## config.mk

```make
export PLATFORM = sky130hd
export DESIGN_NAME = cfl_fifo_layout
export DESIGN_NICKNAME = d
export VERILOG_FILES = /design/src/rtl/cfl_pkg.sv /design/src/rtl/cfl_fifo_layout.sv /design/src/rtl/cfl_layout_walk.sv /design/src/rtl/cfl_op_mode.sv
export SDC_FILE = /design/constraint.sdc
export NUM_CORES = 2
export LEC_CHECK = 0
export BUFFER_PORTS_ARGS = -buffer_cell sky130_fd_sc_hd__buf_2
export CAP_MARGIN = 0
export CORE_ASPECT_RATIO = 0.7
export CORE_UTILIZATION = 39
export CTS_CLUSTER_DIAMETER = 100
export CTS_CLUSTER_SIZE = 8
export DETAILED_ROUTE_END_ITERATION = 6
export HOLD_SLACK_MARGIN = 0.12
export PLACE_DENSITY = 0.55
export SYNTH_ARGS = -nofsm -noshare
export SYNTH_HDL_FRONTEND = slang
export SYNTH_SLANG_ARGS = --single-unit
```

## constraint.sdc

```tcl
create_clock -name i_clk_sys -period 17.03 [get_ports i_clk_sys]
set_input_delay 2.5545 -clock i_clk_sys [delete_from_list [all_inputs] [get_ports i_clk_sys]]
set_output_delay 2.5545 -clock i_clk_sys [all_outputs]
set_load 0.05 [all_outputs]
```

## src/rtl/cfl_pkg.sv

```systemverilog
// Constants, carriers and helper functions for the CAN message FIFO layout block.
// Assumes a 32-bit Avalon-MM register port with byte addresses and one 200 MHz clock.
package cfl_pkg;

  // Geometry
  localparam int unsigned NUM_FIFO = 32;
  localparam logic [4:0]  LAST_FIFO = 5'h1f;
  localparam int unsigned ADDR_W   = 9;

  // Register byte offsets
  localparam logic [8:0] OFS_CTRL      = 9'h000;
  localparam logic [8:0] OFS_BASE      = 9'h004;
  localparam logic [8:0] OFS_LKSEL     = 9'h008;
  localparam logic [8:0] OFS_LKADDR    = 9'h00c;
  localparam logic [8:0] OFS_TOTAL     = 9'h010;
  localparam logic [8:0] OFS_FIFO0     = 9'h100;
  localparam logic [8:0] OFS_FIFO_LAST = 9'h17c;

  // Control register fields
  localparam int unsigned BUSY_BIT = 0;
  localparam int unsigned CUR_LSB  = 21;
  localparam int unsigned CUR_MSB  = 23;
  localparam int unsigned REQ_LSB  = 24;
  localparam int unsigned REQ_MSB  = 26;

  // FIFO control register fields
  localparam int unsigned DIR_BIT   = 7;
  localparam int unsigned PAYLOAD_ONLY_FLAG_BIT = 12;
  localparam int unsigned SIZE_LSB  = 16;
  localparam int unsigned SIZE_MSB  = 20;

  // Lookup select fields
  localparam int unsigned LK_FIFO_LSB = 0;
  localparam int unsigned LK_FIFO_MSB = 4;
  localparam int unsigned LK_BUF_LSB  = 8;
  localparam int unsigned LK_BUF_MSB  = 12;

  // Operating mode codes
  localparam logic [2:0] OP_NORMAL = 3'h0;
  localparam logic [2:0] OP_CONFIG = 3'h4;

  // Buffer footprints in bytes, reset base address
  localparam logic [31:0] TX_BUF_BYTES   = 32'h10;
  localparam logic [31:0] RX_FULL_BYTES  = 32'h10;
  localparam logic [31:0] RX_DATA_BYTES  = 32'h8;
  localparam logic [31:0] BASE_RESET     = 32'h0;

  // Mode change settle time
  localparam int unsigned CLK_PERIOD_PS   = 5000;
  localparam int unsigned MODE_SETTLE_NS  = 40;
  localparam int unsigned MODE_SETTLE_CYC =
    (MODE_SETTLE_NS * 1000 + CLK_PERIOD_PS - 1) / CLK_PERIOD_PS;

  // Per-FIFO layout settings
  typedef struct packed {
    logic       dir;    // 1 = transmit
    logic       payload_only_flag;  // payload-only receive
    logic [4:0] size;   // buffer count minus one
  } cfl_fifo_cfg_t;

  // Address lookup request from the protocol engine
  typedef struct packed {
    logic       valid;
    logic [4:0] fifo;
    logic [4:0] bufi;
  } cfl_lk_req_t;

  // Bytes taken by one buffer of a FIFO
  function automatic logic [31:0] buf_bytes(input cfl_fifo_cfg_t c);
    if (c.dir)
      return TX_BUF_BYTES;  // [RULE1] [RULE9]
    else if (c.payload_only_flag)
      return RX_DATA_BYTES; // [RULE3] [RULE12]
    else
      return RX_FULL_BYTES; // [RULE2]
  endfunction

  // Bytes taken by a whole FIFO, at least one buffer
  function automatic logic [31:0] fifo_bytes(input cfl_fifo_cfg_t c);
    logic [31:0] n;
    n = {27'h0, c.size} + 32'h1;  // [RULE5] [RULE11]
    return n * buf_bytes(c);
  endfunction

  // Address of buffer k inside a FIFO
  function automatic logic [31:0] addr_of(input logic [31:0] start,
                                          input cfl_fifo_cfg_t c,
                                          input logic [4:0] k);
    return start + {27'h0, k} * buf_bytes(c);
  endfunction

  // Merge write data into a word under byte enables
  function automatic logic [31:0] be_merge(input logic [31:0] old_w,
                                           input logic [31:0] new_w,
                                           input logic [3:0]  be);
    logic [31:0] r;
    r = old_w;
    for (int i = 0; i < 4; i++)
    begin
      if (be[i])
        r[i*8 +: 8] = new_w[i*8 +: 8];
    end
    return r;
  endfunction

endpackage
```

## src/rtl/cfl_fifo_layout.sv

```systemverilog
// Message FIFO layout block: mode control, base and FIFO registers, address lookup.
// Assumes an Avalon-MM master with waitrequest and a protocol engine on the same clock.
`timescale 1ns/1ps
`default_nettype none

// Behaviour
// (RULE1) Transmit buffer takes four words, sixteen bytes
// (RULE2) Full receive buffer takes four words
// (RULE3) Payload-only receive buffer takes two words
// (RULE4) Buffer count field in bits 20:16
// (RULE5) Every FIFO holds at least one buffer
// (RULE6) Unconfigured FIFO still reserves four words
// (RULE7) Start sums footprints of all lower FIFOs
// (RULE8) Base register is origin of all addresses
// (RULE9) Direction bit set means transmit FIFO
// (RULE10) Software configures only in configuration mode; code accepts direction bit writes in every mode
// (RULE11) Count field holds buffer count minus one
// (RULE12) Payload-only receive buffers spaced two words
// (RULE13) Software should fill FIFOs from zero upward
// (RULE14) FIFOs and buffers packed without gaps
// (RULE15) Base, size, payload flag locked outside configuration
// (RULE16) Buffer address is start plus k sizes
module cfl_fifo_layout (
  input  wire logic                 i_clk_sys,          // System clock, 200 MHz
  input  wire logic                 i_arst_n,           // Async reset, active low
  input  wire logic [8:0]           i_avs_address,      // Avalon byte address
  input  wire logic                 i_avs_read,         // Avalon read
  input  wire logic                 i_avs_write,        // Avalon write
  input  wire logic [3:0]           i_avs_byteenable,   // Avalon byte enables
  input  wire logic [31:0]          i_avs_writedata,    // Avalon write data
  output var  logic [31:0]          o_avs_readdata,     // Avalon read data
  output var  logic                 o_avs_waitrequest,  // Avalon wait request
  input  wire cfl_pkg::cfl_lk_req_t i_lk,               // Engine lookup request
  output var  logic [31:0]          o_lk_addr,          // Looked-up buffer address
  output var  logic                 o_lk_valid,         // Lookup answer valid
  output var  logic [31:0]          o_base,             // Origin of the layout
  output var  logic [2:0]           o_op_code,          // Current op code
  output var  logic                 o_layout_busy       // Layout being recomputed
);

  // Register state
  logic [2:0]                                  req_op;
  logic [31:0]                                 base;
  cfl_pkg::cfl_fifo_cfg_t [cfl_pkg::NUM_FIFO-1:0] fcfg;
  logic [4:0]                                  lk_fifo;
  logic [4:0]                                  lk_buf;
  logic                                        kick;

  // Submodule outputs
  logic [2:0]                                  cur_op;
  logic                                        in_config;
  logic                                        walk_busy;
  logic [cfl_pkg::NUM_FIFO-1:0][31:0]          start_addr;
  logic [31:0]                                 total;

  // Decode
  logic        hit_ctrl;
  logic        hit_base;
  logic        hit_lksel;
  logic        hit_lkaddr;
  logic        hit_total;
  logic        hit_fifo;
  logic [4:0]  fifo_sel;
  logic        lay_stall;
  logic        acc_ok;
  logic        wr_fire;
  logic [31:0] next_rdata;
  logic [31:0] cur_word;
  logic [31:0] wr_word;

  cfl_op_mode u_op_mode (
    .i_clk_sys   (i_clk_sys),
    .i_arst_n    (i_arst_n),
    .i_req_op    (req_op),
    .o_cur_op    (cur_op),
    .o_in_config (in_config)
  );

  cfl_layout_walk u_walk (
    .i_clk_sys    (i_clk_sys),
    .i_arst_n     (i_arst_n),
    .i_start      (kick),
    .i_base       (base),
    .i_cfg        (fcfg),
    .o_busy       (walk_busy),
    .o_start_addr (start_addr),
    .o_total      (total)
  );

  // Address decode
  assign hit_ctrl   = (i_avs_address == cfl_pkg::OFS_CTRL);
  assign hit_base   = (i_avs_address == cfl_pkg::OFS_BASE);
  assign hit_lksel  = (i_avs_address == cfl_pkg::OFS_LKSEL);
  assign hit_lkaddr = (i_avs_address == cfl_pkg::OFS_LKADDR);
  assign hit_total  = (i_avs_address == cfl_pkg::OFS_TOTAL);
  assign hit_fifo   = (i_avs_address >= cfl_pkg::OFS_FIFO0) &&
                      (i_avs_address <= cfl_pkg::OFS_FIFO_LAST) &&
                      (i_avs_address[1:0] == 2'h0);
  assign fifo_sel   = i_avs_address[6:2];

  // Layout reads wait until the walk has settled
  assign lay_stall  = walk_busy || kick;
  assign acc_ok     = (i_avs_read || i_avs_write) && o_avs_waitrequest &&
                      !(i_avs_read && (hit_lkaddr || hit_total) && lay_stall);
  assign wr_fire    = i_avs_write && !o_avs_waitrequest;

  // Present contents of the addressed word
  always_comb
  begin
    cur_word = 32'h0;
    if (hit_ctrl)
    begin
      cur_word[cfl_pkg::REQ_MSB:cfl_pkg::REQ_LSB] = req_op;
      cur_word[cfl_pkg::CUR_MSB:cfl_pkg::CUR_LSB] = cur_op;
      cur_word[cfl_pkg::BUSY_BIT]                 = lay_stall;
    end
    else if (hit_base)
      cur_word = base;
    else if (hit_lksel)
    begin
      cur_word[cfl_pkg::LK_FIFO_MSB:cfl_pkg::LK_FIFO_LSB] = lk_fifo;
      cur_word[cfl_pkg::LK_BUF_MSB:cfl_pkg::LK_BUF_LSB]   = lk_buf;
    end
    else if (hit_fifo)
    begin
      cur_word[cfl_pkg::SIZE_MSB:cfl_pkg::SIZE_LSB] = fcfg[fifo_sel].size;
      cur_word[cfl_pkg::PAYLOAD_ONLY_FLAG_BIT]                  = fcfg[fifo_sel].payload_only_flag;
      cur_word[cfl_pkg::DIR_BIT]                    = fcfg[fifo_sel].dir;
    end
  end

  // Read mux; unmapped words read as zero
  always_comb
  begin
    next_rdata = cur_word;
    if (hit_lkaddr)
      next_rdata = cfl_pkg::addr_of(start_addr[lk_fifo], fcfg[lk_fifo], lk_buf); // [RULE16]
    else if (hit_total)
      next_rdata = total;
  end

  assign wr_word = cfl_pkg::be_merge(cur_word, i_avs_writedata, i_avs_byteenable);

  // Wait request: one low cycle per accepted access
  always_ff @(posedge i_clk_sys or negedge i_arst_n)
  begin
    if (!i_arst_n)
      o_avs_waitrequest <= 1'b1;
    else
      o_avs_waitrequest <= !acc_ok;
  end

  // Read data captured with the answer
  always_ff @(posedge i_clk_sys or negedge i_arst_n)
  begin
    if (!i_arst_n)
      o_avs_readdata <= 32'h0;
    else if (acc_ok && i_avs_read)
      o_avs_readdata <= next_rdata;
  end

  // Requested mode, reset to configuration
  always_ff @(posedge i_clk_sys or negedge i_arst_n)
  begin
    if (!i_arst_n)
      req_op <= cfl_pkg::OP_CONFIG;
    else if (wr_fire && hit_ctrl)
      req_op <= wr_word[cfl_pkg::REQ_MSB:cfl_pkg::REQ_LSB];
  end

  // Base address, writable only in configuration mode
  always_ff @(posedge i_clk_sys or negedge i_arst_n)
  begin
    if (!i_arst_n)
      base <= cfl_pkg::BASE_RESET;
    else if (wr_fire && hit_base && in_config)          // [RULE15]
      base <= wr_word;                                  // [RULE8]
  end

  // FIFO settings; size and payload flag locked outside configuration
  always_ff @(posedge i_clk_sys or negedge i_arst_n)
  begin
    if (!i_arst_n)
      fcfg <= '0;                                       // [RULE5] [RULE6]
    else if (wr_fire && hit_fifo)
    begin
      fcfg[fifo_sel].dir <= wr_word[cfl_pkg::DIR_BIT];  // [RULE9]
      if (in_config)                                    // [RULE15]
      begin
        fcfg[fifo_sel].size  <= wr_word[cfl_pkg::SIZE_MSB:cfl_pkg::SIZE_LSB]; // [RULE4]
        fcfg[fifo_sel].payload_only_flag <= wr_word[cfl_pkg::PAYLOAD_ONLY_FLAG_BIT]; // [RULE12]
      end
    end
  end

  // Lookup selection for software reads
  always_ff @(posedge i_clk_sys or negedge i_arst_n)
  begin
    if (!i_arst_n)
    begin
      lk_fifo <= 5'h0;
      lk_buf  <= 5'h0;
    end
    else if (wr_fire && hit_lksel)
    begin
      lk_fifo <= wr_word[cfl_pkg::LK_FIFO_MSB:cfl_pkg::LK_FIFO_LSB];
      lk_buf  <= wr_word[cfl_pkg::LK_BUF_MSB:cfl_pkg::LK_BUF_LSB];
    end
  end

  // Restart the walk after any layout setting is written
  always_ff @(posedge i_clk_sys or negedge i_arst_n)
  begin
    if (!i_arst_n)
      kick <= 1'b0;
    else
      kick <= wr_fire && (hit_base || hit_fifo);
  end

  // Engine lookup, answered one cycle later
  always_ff @(posedge i_clk_sys or negedge i_arst_n)
  begin
    if (!i_arst_n)
    begin
      o_lk_addr  <= 32'h0;
      o_lk_valid <= 1'b0;
    end
    else
    begin
      o_lk_addr  <= cfl_pkg::addr_of(start_addr[i_lk.fifo], fcfg[i_lk.fifo], i_lk.bufi); // [RULE16]
      o_lk_valid <= i_lk.valid && !lay_stall;
    end
  end

  // Status outputs
  always_ff @(posedge i_clk_sys or negedge i_arst_n)
  begin
    if (!i_arst_n)
    begin
      o_base        <= cfl_pkg::BASE_RESET;
      o_op_code     <= cfl_pkg::OP_CONFIG;
      o_layout_busy <= 1'b1;
    end
    else
    begin
      o_base        <= base;
      o_op_code     <= cur_op;
      o_layout_busy <= lay_stall;
    end
  end
endmodule
`default_nettype wire

```

## src/rtl/cfl_layout_walk.sv

```systemverilog
// Layout walker: derives each FIFO start address by summing the lower FIFOs' footprints.
// Assumes settings stay stable while a walk runs; a new start pulse restarts the walk.
`timescale 1ns/1ps
`default_nettype none
module cfl_layout_walk (
  input  wire logic                  i_clk_sys,    // System clock
  input  wire logic                  i_arst_n,     // Async reset, active low
  input  wire logic                  i_start,      // Restart walk, one-cycle pulse
  input  wire logic [31:0]           i_base,       // Origin address
  input  wire cfl_pkg::cfl_fifo_cfg_t [cfl_pkg::NUM_FIFO-1:0] i_cfg, // FIFO settings
  output var  logic                  o_busy,       // Walk in progress
  output var  logic [cfl_pkg::NUM_FIFO-1:0][31:0] o_start_addr, // Start per FIFO
  output var  logic [31:0]           o_total       // Bytes of the whole layout
);

  logic [4:0]  idx;
  logic [31:0] acc;

  // One FIFO per cycle; reset launches a walk over the reset settings
  always_ff @(posedge i_clk_sys or negedge i_arst_n)
  begin
    if (!i_arst_n)
    begin
      o_busy       <= 1'b1;
      idx          <= 5'h0;
      acc          <= cfl_pkg::BASE_RESET;
      o_start_addr <= '0;
      o_total      <= 32'h0;
    end
    else if (i_start)
    begin
      o_busy <= 1'b1;
      idx    <= 5'h0;
      acc    <= i_base;                                  // [RULE8]
    end
    else if (o_busy)
    begin
      o_start_addr[idx] <= acc;                          // [RULE7] [RULE14]
      acc               <= acc + cfl_pkg::fifo_bytes(i_cfg[idx]); // [RULE6]
      idx               <= idx + 5'h1;
      if (idx == cfl_pkg::LAST_FIFO)
      begin
        o_busy  <= 1'b0;
        o_total <= acc + cfl_pkg::fifo_bytes(i_cfg[idx]) - i_base;
      end
    end
  end
endmodule
`default_nettype wire

```

## src/rtl/cfl_op_mode.sv

```systemverilog
// Operating mode tracker: the current code follows the requested one after a settle time.
// Assumes the request comes from a register on the same clock.
`timescale 1ns/1ps
`default_nettype none
module cfl_op_mode (
  input  wire logic       i_clk_sys,   // System clock
  input  wire logic       i_arst_n,    // Async reset, active low
  input  wire logic [2:0] i_req_op,    // Requested op code
  output var  logic [2:0] o_cur_op,    // Current op code
  output var  logic       o_in_config  // Current code is configuration
);

  logic [3:0] cnt;

  // Settle counter and mode switch; reset lands in configuration
  always_ff @(posedge i_clk_sys or negedge i_arst_n)
  begin
    if (!i_arst_n)
    begin
      o_cur_op    <= cfl_pkg::OP_CONFIG;
      o_in_config <= 1'b1;
      cnt         <= 4'h0;
    end
    else if (o_cur_op == i_req_op)
      cnt <= 4'h0;
    else if (cnt == 4'(cfl_pkg::MODE_SETTLE_CYC - 1))
    begin
      o_cur_op    <= i_req_op;
      o_in_config <= (i_req_op == cfl_pkg::OP_CONFIG);
      cnt         <= 4'h0;
    end
    else
      cnt <= cnt + 4'h1;
  end
endmodule
`default_nettype wire

```

==> impl_results.md <==
- Status: finished, violations left
- Failing checks: max-capacitance violations
- Worst-Margin Slew: 1490 ps
- Worst r2r src: u_walk.idx[0]
- Final wirelength: 286 mm
- Post-Place Setup Slack: 7770 ps
- Core ar.: 208,000 um^2
- Leak: 40.7 nW
- Sink Count: 1,474
- Slew HR: 0.501%
- Drt drc: 0
- HPWL after DPL: 180 mm
- Hold crit path type: register to register
- Antenna Nets Post-Route: 0
- Wl on met1: 133 mm
- Die Area: 211,000 um^2
- Routed met2 length: 119 mm
- R2r setup slk: 8320 ps
- Peak Freq: 115 MHz
- Postcts setup bufs: 0
- R2r worst-path depth: 26
- Crit path top cell by count: nand3_1
- Nets: 5,988
- Die width: 549 um
- Final Hold Fails: 0
- Worst EP required: 17,780 ps
- Cell Area, Synth: 81,700 um^2
- Post-synth EDFFs: 0
- Crit Reg-Reg Endpoint: u_walk.o_total[30]
- Global placement routability congestion: 0.878
- Row count: 140
- Pwr/cell area: 110 nW/um^2
- Top Metal Used: met4
- Setup TNS: 0 ps
- DRT Pass-1 Iters: 5
- Critical path endpoint category: register
- Max Slew Vio Count: 0
- Syn_area_per_cell: 14.3 um^2
- Syn Inst Count: 5,724
- CTS tree: yes
- Period utilization: 51.2%
- Share of cells above drive strength 1: 42.8%
- Data arrival time of the worst path: 9470 ps
- Worst VDD drop: 0.116 mV
- Resized cells post-CTS: 0
- Yosys reg bits: 1,474
- Count of different cell masters after synthesis: 79
- Met3 WL: 25.8 mm
- Hold wc startpoint: u_op_mode.o_cur_op[2]
- Clock root buffer: clkbuf_16
- Syn nets: 5,969
- Max H-tree Level: 4
- Drt via density: 6.31
- I/O pin count: 162
- Hold EP: o_op_code[2]
- Clk pin slew, worst setup/hold paths: 60 ps
- Final Util: 43.6%
- Min Tclk post-route: 8710 ps
- Post-synthesis sequential area ratio: 45.2%
- Final Non-Filler Cells: 8,551
- Startpoint Class: register
- Antenna violations before repair: 21
- First-pass GRT wire length: 412 mm
- Placed instance count: 8,300
- Total grt overflow: 0
- Number of global-route vias before repair: 53,200
- Routed vias: 54,000
- Final Skew: 75.5 ps
- Relative area change from synthesis to final layout: 10.9%
- Die height: 385 um
- Unrepaired setup endpoints after global routing: no
- Hold path cells: 0
- Starting Density: 39.3%
- Async SR Flop Fraction: 100%
- WL per Instance: 33.4 um
- Critical path type: register to register
- Hold_buf cts: 0
- Slowest-stage cell, CP: o41ai_1
- Main synth FF type: dfrtp_1
- Largest net degree at the start of global routing: 156
- CTS Buffer Depth: 4
- Max_cap viols: 1
- Final worst setup slack: 8320 ps
- Final setup fails: 0
- Yosys Warn Count: 0
- Worst-path maximum fanout: 35
- Latest clock arrival within the worst-skew pair: 860 ps
- Tot Pwr: 9.95 mW
- DR iter-0 viols: 6,299
- Port Buffers: 161
- Number of CTS-inserted buffers: 210
- Max stage delay on crit path: 820 ps
- Tot GR Track Use: 27.1%
critical path: cells and delay by family, from the launching register on:
kind	cells	cell delay (ps)
compound gates	5	1940
xor+xnor	1	100
fa+ha+maj	6	2410
buf+inv	4	890
flops	1	780
mux	1	600
simple gates	9	1820
logic make-up (layout without fill, tap and decap cells):
group,after synthesis,after routing,synth area share [%]
mux,2144,2144,39.0
flops,1474,1474,45.2
simple gates,706,706,4.22
buf+inv,607,661,3.40
compound gates,500,500,3.97
fa+ha+maj,185,185,3.11
xor+xnor,108,108,1.16
other cells,0,4,0
layout by cell type (no fill, tap or decap), drive strengths merged, types with 15 or more instances in the layout:
cell type,count
a211oi,15
a21o,23
a21oi,79
a221oi,22
a22o,17
a22oi,94
and2,22
and3,17
buf,302
clkbuf,242
dfrtp,1467
fa,30
ha,155
inv,112
mux2,1305
mux2i,171
mux4,668
nand2,207
nand2b,30
nand3,72
nand3b,17
nand4,15
nor2,185
nor2b,38
nor3,21
nor3b,29
nor4,17
o21ai,149
o22ai,21
xnor2,65
xor2,43
worst max-delay path by stage:
stage / start / end / cells past startpoint
2_1_floorplan: i_lk[5] / o_lk_addr[30] / 29
3_3_place_gp: i_lk[5] / o_lk_addr[30] / 15
3_5_place_dp: i_lk[5] / o_lk_addr[30] / 15
4_1_cts: u_walk.idx[0] / u_walk.o_total[30] / 26
5_1_grt: u_walk.idx[0] / u_walk.o_total[30] / 26
6_report: u_walk.idx[0] / u_walk.o_total[30] / 26
metrics by stage:
step / hold WS (ps) / area, um^2
global placement: 408 / 85100
floorplan: 378 / 81700
CTS: 425 / 90600
detailed placement: 409 / 85100
finish: 425 / 90600
global route: 426 / 90600
synth_stat cells (30+ instances only):
| cell | count | area (um^2) |
|---|---|---|
| nand2b_1 | 30 | 188 |
| xor2_1 | 43 | 377 |
| buf_2 | 66 | 330 |
| a21oi_1 | 79 | 395 |
| fa_1 | 30 | 601 |
| mux2_2 | 1305 | 14700 |
| mux4_2 | 559 | 12600 |
| a22oi_1 | 94 | 706 |
| o21ai_0 | 148 | 741 |
| nand2_1 | 207 | 777 |
| buf_1 | 32 | 120 |
| clkbuf_1 | 346 | 1300 |
| xnor2_1 | 65 | 569 |
| nand3_1 | 72 | 360 |
| mux2i_1 | 171 | 1710 |
| dfrtp_1 | 1467 | 36700 |
| nor2b_1 | 38 | 238 |
| inv_1 | 110 | 413 |
| mux4_1 | 108 | 2840 |
| ha_1 | 155 | 1940 |
| nor2_1 | 185 | 694 |
report_power, final:
group | total (mW) | switching (mW) | internal [mW] | leakage [nW]
Sequential | 4.13 | 0.308 | 3.82 | 20.2
Combinational | 2.04 | 1.19 | 0.846 | 17.8
Clock | 3.79 | 1.58 | 2.21 | 2.70
Total | 9.95 | 3.08 | 6.88 | 40.7
final cells by class:
cell class	count	area, um^2
Antenna cell	4	10.0
Clock buffer	242	5420
Clock inverter	5	113
Fill cell	18700	117000
Inverter	112	427
Multi-Input combinational cell	3643	42300
Sequential cell	1474	36900
Tap cell	2769	3460
Timing Repair Buffer	302	1960
state kept, by name, summed over array words and instances, names as in the netlist, 4 cells and up:
register             flops
o_avs_readdata          32
lk_buf                   5
base                    32
o_lk_addr               32
u_walk.acc              32
lk_fifo                  5
u_walk.idx               5
o_base                  32
fcfg                   224
u_walk.o_total          32
u_op_mode.cnt            4
u_walk.o_start_addr   1024
routing by layer:
layer / vias to the layer above / GRT usage (%)
met4: 0 / 7.04
met2: 2600 / 37.9
met1: 29200 / 42.4
li1: 21800 / -
met5: - / 0
met3: 378 / 5.56
Power figures use the tool's default switching activity.
